===== config.mk =====
export PLATFORM = sky130hd
export DESIGN_NAME = sramc_host
export DESIGN_NICKNAME = d
export VERILOG_FILES = /design/src/shared/sramc_pkg.sv /design/src/verilog/sramc_timer.sv /design/src/verilog/sramc_host.sv
export VERILOG_INCLUDE_DIRS = /design/src /design/src/shared
export SDC_FILE = /design/constraint.sdc
export NUM_CORES = 1
export LEC_CHECK = 0
export BUFFER_PORTS_ARGS = -buffer_cell sky130_fd_sc_hd__buf_2
export CAP_MARGIN = 25
export CORE_ASPECT_RATIO = 1.2
export CORE_MARGIN = 1.5
export CORE_UTILIZATION = 59
export DETAILED_ROUTE_END_ITERATION = 10
export PLACE_DENSITY = 0.95
export SLEW_MARGIN = 20
export SYNTH_ARGS = -nofsm -noshare
export SYNTH_HDL_FRONTEND = slang
export SYNTH_SLANG_ARGS = --single-unit

===== constraint.sdc =====
create_clock -name core_clk -period 5.1 [get_ports core_clk]
set_input_delay 1.02 -clock core_clk [delete_from_list [all_inputs] [get_ports core_clk]]
set_output_delay 1.02 -clock core_clk [all_outputs]
set_load 0.02 [all_outputs]

===== src/shared/sramc_consts.svh =====
`ifndef SRAMC_CONSTS_SVH
`define SRAMC_CONSTS_SVH

// Memory organisation.
`define SRAMC_ADDR_W        10
`define SRAMC_DATA_W        4
`define SRAMC_WORDS         1024

// Resume wait after retention, counted in memory cycle times.
`define SRAMC_RESUME_CYCLES 5

// Timing in ns; cycle counts derive from the 10 ns core clock.
`define SRAMC_CLK_NS        10
`define SRAMC_CYCLE_NS      450
`define SRAMC_STROBE_NS     200
`define SRAMC_CYCLE_CLKS    ((`SRAMC_CYCLE_NS + `SRAMC_CLK_NS - 1) / `SRAMC_CLK_NS)
`define SRAMC_STROBE_CLKS   ((`SRAMC_STROBE_NS + `SRAMC_CLK_NS - 1) / `SRAMC_CLK_NS)

`endif


===== src/shared/sramc_pkg.sv =====
`include "sramc_consts.svh"

package sramc_pkg;

    // Pins driven toward the memory; data pins are split in/out/enable.
    typedef struct packed {
        logic [`SRAMC_ADDR_W-1:0] word_index;
        logic                     dev_en_n;
        logic                     write_n;
        logic                     out_en_n;
        logic [`SRAMC_DATA_W-1:0] data_pins_out;
        logic                     data_pins_oe;
    } sramc_pins_t;

    // One user request.
    typedef struct packed {
        logic                     write;
        logic [`SRAMC_ADDR_W-1:0] addr;
        logic [`SRAMC_DATA_W-1:0] wdata;
    } sramc_req_t;

    typedef enum logic [5:0] {
        SRAMC_IDLE    = 6'b000001,
        SRAMC_SETUP   = 6'b000010,
        SRAMC_STROBE  = 6'b000100,
        SRAMC_RECOVER = 6'b001000,
        SRAMC_RETAIN  = 6'b010000,
        SRAMC_RESUME  = 6'b100000
    } sramc_state_t;

endpackage


===== src/verilog/sramc_timer.sv =====
`timescale 1ns/1ps
`default_nettype none

// Loadable down counter; done is high while the count is zero.
module sramc_timer
    import sramc_pkg::*;
#(
    parameter int W = 12
) (
    input  wire logic         core_clk,
    input  wire logic         rstn,
    input  wire logic         ce,
    input  wire logic         load,
    input  wire logic [W-1:0] value,
    output logic              done
);
    typedef struct packed {
        logic [W-1:0] count;
    } sramc_tmr_t;

    sramc_tmr_t cur;
    sramc_tmr_t next_cur;

    // Load wins over counting so a new interval always starts cleanly.
    always_comb begin
        next_cur = cur;
        if (load) begin
            next_cur.count = value;
        end else if (cur.count != '0) begin
            next_cur.count = cur.count - W'(1);
        end
    end

    // State holds while the clock enable is low.
    always_ff @(posedge core_clk or negedge rstn) begin
        if (!rstn) begin
            cur <= '0;
        end else if (ce) begin
            cur <= next_cur;
        end
    end

    assign done = (cur.count == '0);
endmodule // sramc_timer

`default_nettype wire


===== src/verilog/sramc_host.sv =====
`timescale 1ns/1ps
`default_nettype none

// Behaviour
// - Index held steady through whole write.
// - Strobe high whenever index changes.
// - Early write: strobe low before enable falls.
// - Enable and strobe high around retention.
// - Five cycle times after retention exit.
module sramc_host
    import sramc_pkg::*;
#(
    parameter int ADDR_W = `SRAMC_ADDR_W,
    parameter int DATA_W = `SRAMC_DATA_W
) (
    input  wire logic              core_clk,
    input  wire logic              rstn,
    input  wire logic              ce,
    input  wire logic              req_valid,
    output logic                   req_ready,
    input  wire logic              req_write,
    input  wire logic [ADDR_W-1:0] req_addr,
    input  wire logic [DATA_W-1:0] req_wdata,
    output logic                   rsp_valid,
    output logic [DATA_W-1:0]      rsp_rdata,
    input  wire logic              retain_req,
    output logic                   retain_active,
    output logic [ADDR_W-1:0]      word_index,
    output logic                   dev_en_n,
    output logic                   write_n,
    output logic                   out_en_n,
    output logic [DATA_W-1:0]      data_pins_out,
    output logic                   data_pins_oe,
    input  wire logic [DATA_W-1:0] data_pins_in
);
    localparam int TW = 12;
    localparam logic [TW-1:0] STROBE_LEN = TW'(`SRAMC_STROBE_CLKS);
    localparam logic [TW-1:0] CYCLE_LEN  = TW'(`SRAMC_CYCLE_CLKS);
    localparam logic [TW-1:0] RESUME_LEN = TW'(`SRAMC_CYCLE_CLKS * `SRAMC_RESUME_CYCLES);

    typedef struct packed {
        sramc_state_t      state;
        logic              write;
        logic [ADDR_W-1:0] addr;
        logic [DATA_W-1:0] wdata;
        logic [DATA_W-1:0] rdata;
        logic              rsp;
        logic              dev_en_n;
        logic              write_n;
        logic              out_en_n;
        logic              drive;
    } sramc_host_st_t;

    sramc_host_st_t cur;
    sramc_host_st_t next_cur;
    logic           tmr_load;
    logic [TW-1:0]  tmr_value;
    logic           tmr_done;

    // One timer paces strobe width, cycle recovery and the resume wait.
    sramc_timer #(
        .W (TW)
    ) u_timer (
        .core_clk (core_clk),
        .rstn     (rstn),
        .ce       (ce),
        .load     (tmr_load),
        .value    (tmr_value),
        .done     (tmr_done)
    );

    // Access sequencer. The index is only moved in IDLE, where the strobe
    // is always high, so an unintended location can never be written.
    always_comb begin
        next_cur     = cur;
        next_cur.rsp = 1'b0;
        tmr_load     = 1'b0;
        tmr_value    = '0;
        case (cur.state)
            SRAMC_IDLE: begin
                next_cur.dev_en_n = 1'b1;
                next_cur.write_n  = 1'b1;
                next_cur.out_en_n = 1'b1;
                next_cur.drive    = 1'b0;
                if (retain_req) begin
                    next_cur.state = SRAMC_RETAIN;
                end else if (req_valid) begin
                    next_cur.write = req_write;
                    next_cur.addr  = req_addr;
                    next_cur.wdata = req_wdata;
                    next_cur.state = SRAMC_SETUP;
                end
            end
            SRAMC_SETUP: begin
                // Early write: strobe falls a cycle before enable does.
                if (cur.write) begin
                    next_cur.write_n = 1'b0;
                    next_cur.drive   = 1'b1;
                end else begin
                    next_cur.out_en_n = 1'b0;
                end
                next_cur.state = SRAMC_STROBE;
            end
            SRAMC_STROBE: begin
                next_cur.dev_en_n = 1'b0;
                if (cur.dev_en_n) begin
                    tmr_load  = 1'b1;
                    tmr_value = cur.write ? STROBE_LEN : CYCLE_LEN;
                end else if (tmr_done) begin
                    // Sample at the end of the full read window.
                    if (!cur.write) begin
                        next_cur.rdata = data_pins_in;
                        next_cur.rsp   = 1'b1;
                    end
                    next_cur.dev_en_n = 1'b1;
                    next_cur.write_n  = 1'b1;
                    next_cur.out_en_n = 1'b1;
                    tmr_load          = 1'b1;
                    tmr_value         = cur.write ? (CYCLE_LEN - STROBE_LEN) : TW'(1);
                    next_cur.state    = SRAMC_RECOVER;
                end
            end
            SRAMC_RECOVER: begin
                // Data held past strobe rise, index held until here.
                next_cur.drive = 1'b0;
                if (tmr_done) begin
                    next_cur.state = SRAMC_IDLE;
                end
            end
            SRAMC_RETAIN: begin
                next_cur.dev_en_n = 1'b1;
                next_cur.write_n  = 1'b1;
                if (!retain_req) begin
                    tmr_load       = 1'b1;
                    tmr_value      = RESUME_LEN;
                    next_cur.state = SRAMC_RESUME;
                end
            end
            SRAMC_RESUME: begin
                if (tmr_done) begin
                    next_cur.state = SRAMC_IDLE;
                end
            end
            default: begin
                next_cur.state = SRAMC_IDLE;
            end
        endcase
    end

    // All state freezes while the clock enable is low.
    always_ff @(posedge core_clk or negedge rstn) begin
        if (!rstn) begin
            cur          <= '0;
            cur.state    <= SRAMC_IDLE;
            cur.dev_en_n <= 1'b1;
            cur.write_n  <= 1'b1;
            cur.out_en_n <= 1'b1;
        end else if (ce) begin
            cur <= next_cur;
        end
    end

    // Ready is combinational; a retention request takes priority.
    assign req_ready     = (cur.state == SRAMC_IDLE) && !retain_req && ce;
    assign rsp_valid     = cur.rsp;
    assign rsp_rdata     = cur.rdata;
    assign retain_active = (cur.state == SRAMC_RETAIN);
    assign word_index    = cur.addr;
    assign dev_en_n      = cur.dev_en_n;
    assign write_n       = cur.write_n;
    assign out_en_n      = cur.out_en_n;
    assign data_pins_out = cur.wdata;
    assign data_pins_oe  = cur.drive;
endmodule // sramc_host

`default_nettype wire


* Yosys cells after proc, flatten, opt, wreduce, memory -nomap -nowiden
Index checks and enable logic that the tools add are counted.
** Storage, ports and cells
- Register bits after elaboration :: 42
- Latch bits :: 0
- Bits in writable memories :: 0
- Memory bits (read-only) :: 0
- Input port bits :: 24
- Output and inout bits :: 25
- Word-level logic and storage cells :: 79
- Memories :: 0
** Operators by class
- $add $sub $neg :: 1
- Multipliers :: 0
- Div/mod/pow operators :: 0
- Magnitude comparators :: 0
- Equal/unequal tests :: 13
- Shift operators :: 0
- Mux-type cells :: 30
- Bitwise operators :: 3
- Reduce and logical (&&, ||, !) cells :: 21
** Operators with widths (number)
- 6-bit two-way mux :: 7
- 6-bit case mux with 5 select lines :: 1
- 12-bit two-way mux :: 2
- 21-bit two-way mux :: 1
- 8-bit case mux with 2 select lines :: 1
- 5-bit AND reduction :: 3
- 12-bit zero test :: 1
- 12-bit nonzero test :: 1
- 12-bit by 1-bit subtractor with 12-bit output (second input constant) :: 1
- 5-bit two-way mux :: 2
- 2-bit inequality test (second input constant) :: 5
- 1-bit two-way mux :: 8
- 4-bit two-way mux :: 2
- 8-bit two-way mux :: 1
- 6-bit by 1-bit == test with 1-bit output (second input constant) :: 1
- 6-bit by 2-bit == test with 1-bit output (second input constant) :: 1
- 6-bit by 3-bit == test with 1-bit output (second input constant) :: 1
- 6-bit by 4-bit == test with 1-bit output (second input constant) :: 1
- 6-bit by 5-bit == test with 1-bit output (second input constant) :: 1
- 6-bit == test (second input constant) :: 1
- 1-bit case mux with 2 select lines :: 3
- 1-bit case mux with 3 select lines :: 2
- 6-bit AND reduction :: 1
- 2-bit nonzero test :: 3
- 10 further kinds :: 17

* Longest topological paths before layout
- Word-level depth :: 6
- Mapped depth :: 8
- Depth with buffers taken out :: 7

* Cells and area by module
Synthesis repeated with hierarchy kept, for this count alone.
** Second synthesis, totals
- Cell total of the unflattened synthesis :: 242
- Area, all modules :: 2581.2 µm²
** By module, submodules not included
- sramc_host :: instances 1, cells each 149, area each 1741.7 µm², seq. area each 755.7 µm²
- sramc_timer :: instances 1, cells each 93, area each 839.6 µm², seq. area each 300.3 µm²

* Worst setup path before layout
OpenSTA, ideal clock, no wires.
- Kind :: input port to output port
- From :: input ce
- To :: output req_ready
- Data arrival time :: 1.490 ns
- Required time :: 4.080 ns
- Path slack :: 2.590 ns
- Cell stages on the path :: 2
- Buffers on the path :: 0
- Path through :: inv_1 > nor3_2
** Between the ends
- Cells in the longest elaborated chain, start to end :: 1
** Ends and longest elaborated chain
- from (decl) :: line sramc_host.sv:18 : input wire logic ce,
- 1-bit logical AND :: line sramc_host.sv:164 : assign req_ready = (cur.state == SRAMC_IDLE) && !retain_req && ce;
- to (decl) :: line sramc_host.sv:20 : output logic req_ready,
No other way between the ends.

* Worst setup path after layout
Ends and elaborated chain as after synthesis.

==> flow_summary.ini <==
[setup_path]
reg2reg_to = u_timer.cur[5]$_DFFE_PN0P_
crit_type = input port to output pin
worstRegToRegCells = 7
critPathLaunchType = input port
worstPathArrival_ps = 1950
worstSetupEndpointType = output pin
critPathRequiredTime_ps = 4080
reg2reg_from = u_timer.cur[0]$_DFFE_PN0P_
ff2ff_setup_slack_ps = 2650
path_max_fanout = 13

[power]
internal-power_uw = 912
p_sw_frac = 0.384
p_seq_frac = 0.415
p_per_area_nw_per_um2 = 564
switching_power_uw = 569
pwr-share-comb = 0.375
clock_power_share = 0.210
ir_drop_mv = 0.369
p_leak_nw = 1.22

[finish]
drive_gt1_frac = 0.373
stdcell_count = 301
antennaDiodeCount = 0
layout_commonest_cell = buf_2
fin_nets = 274
mostFrequentLayoutCells = buf_2, dfrtp_1, mux2_2
area_growth_pct = 12.4
n_fill_cell = 276

[min_path]
min_to = word_index[1]$_DFFE_PN0P_
min_path_type = register to register
hold_depth = 1
hp-start = word_index[1]$_DFFE_PN0P_

[cts]
cts_setup_buffers = 0
cts-resized-gates = 0
cts_made_buffers = 5
clock_path_buffers = 2
cts_tree = done
cts_hold_buf = 0
clk_latency_ps = 300
clock_sinks = 42
htreeDepth = 2
clkTransAtPathRegs_ps = 70
cts_root_buffer = clkbuf_8

[sta]
period_share = 0.582
fin_crit_ps = 2970
maxSlewViolCount = 0
tns_ps = 0
setup_viol = 0
relSlewSlack = 0.581
holdWs_ps = 504
rsz0062_at_grt = no
hold_viol = 0
skew_ps = 8.94
max_freq_mhz = 337
tightest_slew_ps = 625

[outcome]
outcome = finished, final reports clean

[logic_synthesis]
synthXorXnorAreaFrac = 0.0188
synth_simple_gate_area_share = 0.183
synth_area_um2 = 2330
ys.flop_type = dfrtp_1
ys_seq_elements = 42
ys_types = 54
synth_edf_count = 0
synth_warnings = 0
yosysSeqAreaShare = 0.453
synth-compound-area-share = 0.136
post_synth.cell_area_avg_um2 = 10.7
muxShareOfSynthArea = 0.115
synthesis.nets = 244
synth-async-reset-ratio = 1.00
synthCells = 218
synthAdderAreaFrac = 0.0107
synth_top_family_by_area = simple AND/OR/NAND/NOR gates

[detailed_routing]
drc = 0
viasPerCell = 6.13
ant_nets = 0
dr.pass1.iters = 4
wl_per_cell_um = 15.9
drtIter0Drc = 98
drt_wl_total_mm = 4.79
num_vias = 1846

[die]
io_pins = 49
die_area_um2 = 4340
die_w_um = 60.4
core_area_um2 = 3720
rows = 24
die_h_um = 71.9
start_util = 0.626

[flow_run]
maxCapViolations = 0

[global_route]
busiest_layer = met2
grtUsageMet2 = 0.394
antenna_found_initial = 0
grt_util_met3 = 0.0722
grt_overflow = 0
grt_pass1_wl_mm = 8.18
grt_pass1_vias = 1826
grt_usage = 0.249
grt_use_met1 = 0.313
grt_max_degree = 43

[placed_design]
placedCellCount = 292
hpwl_mm = 3.54
gp_congestion = 0.837
portBuffers = 48
==> cells by family after synthesis <==
family / after synthesis
flip-flops: 42
multiplexers: 24
buffers and inverters: 32
adder cells (fa/ha/maj): 2
XOR/XNOR: 5
AO/OA/AOI/OAI: 44
AND/OR/NAND/NOR: 69
==> critical path, stage by stage <==
cell	delay, ps
buf_2	240
inv_1	200
nor3_2	260
buf_2	230
==> power by group through the flow <==
| stage | clock network (mW) | registers (mW) | logic [mW] |
|---|---|---|---|
| floorplan | 0 | 0.577 | 0.501 |
| global placement | 0 | 0.609 | 0.530 |
| detailed placement | 0 | 0.619 | 0.550 |
| CTS | 0.318 | 0.612 | 0.556 |
| global route | 0.333 | 0.633 | 0.605 |
| finish | 0.311 | 0.614 | 0.555 |
==> metal layers <==
metal | vias up | wire [µm]
met5 | - | 0
met4 | 0 | 138
met3 | 18 | 425
met2 | 107 | 2420
met1 | 880 | 1810
li1 | 841 | -
==> cells in the mapped netlist, drive strengths merged (2+ instances only) <==
library cell | n | share of area
nand4 | 3 | 0.0080
nor2 | 13 | 0.021
inv | 6 | 0.0097
nand3 | 6 | 0.015
nor2b | 3 | 0.0080
or3 | 3 | 0.0080
a32o | 3 | 0.013
a21o | 5 | 0.016
a21oi | 4 | 0.0086
clkbuf | 2 | 0.0032
ha | 2 | 0.011
or4 | 2 | 0.0064
mux2 | 22 | 0.11
and2 | 2 | 0.0054
o21ai | 9 | 0.021
a31oi | 7 | 0.019
and3 | 3 | 0.0080
dfrtp | 38 | 0.41
nor4 | 3 | 0.021
a2bb2oi | 2 | 0.0075
o31ai | 3 | 0.012
buf | 24 | 0.071
xnor2 | 2 | 0.0075
nor4b | 2 | 0.010
xor2 | 3 | 0.011
o41ai | 2 | 0.0075
dfstp | 4 | 0.045
nor3 | 6 | 0.020
nand2 | 16 | 0.027
nand4b | 2 | 0.0075
mux2i | 2 | 0.0086
==> metrics by stage <==
stage / setup slack (ps) / utilization / instance area (µm²) / power (mW)
after floorplan: 2590 / - / 2330 / 1.08
after CTS: 2150 / 0.699 / 2600 / 1.49
final: 2130 / 0.704 / 2620 / 1.48
after detailed placement: 2180 / 0.662 / 2460 / 1.17
after global routing: 2070 / 0.704 / 2620 / 1.57
after global placement: 2170 / 0.662 / 2460 / 1.14
==> flip-flops by register name, summed over array words and instances, names as in the netlist <==
name / count
rsp_valid: 1
u_timer.cur: 12
data_pins_out: 4
write_n: 1
cur: 7
out_en_n: 1
word_index: 10
rsp_rdata: 4
dev_en_n: 1
data_pins_oe: 1
==> worst max path at each step <==
stage / from / slack (ps) / end
2_1_floorplan: ce / 2590 / req_ready
3_3_place_gp: ce / 2170 / req_ready
3_5_place_dp: ce / 2180 / req_ready
4_1_cts: ce / 2150 / req_ready
5_1_grt: ce / 2070 / req_ready
6_report: ce / 2130 / req_ready
==> final cells by class <==
class | count | area [µm²] | area share
Clock buffer | 5 | 68.8 | 0.0262
Tap cell | 52 | 65.1 | 0.0248
Multi-Input combinational cell | 144 | 1080 | 0.412
Clock inverter | 3 | 68.8 | 0.0262
Sequential cell | 42 | 1060 | 0.403
Inverter | 6 | 22.5 | 0.00859
Timing Repair Buffer | 49 | 260 | 0.0992
No activity file was read; power rests on OpenSTA's default activity.
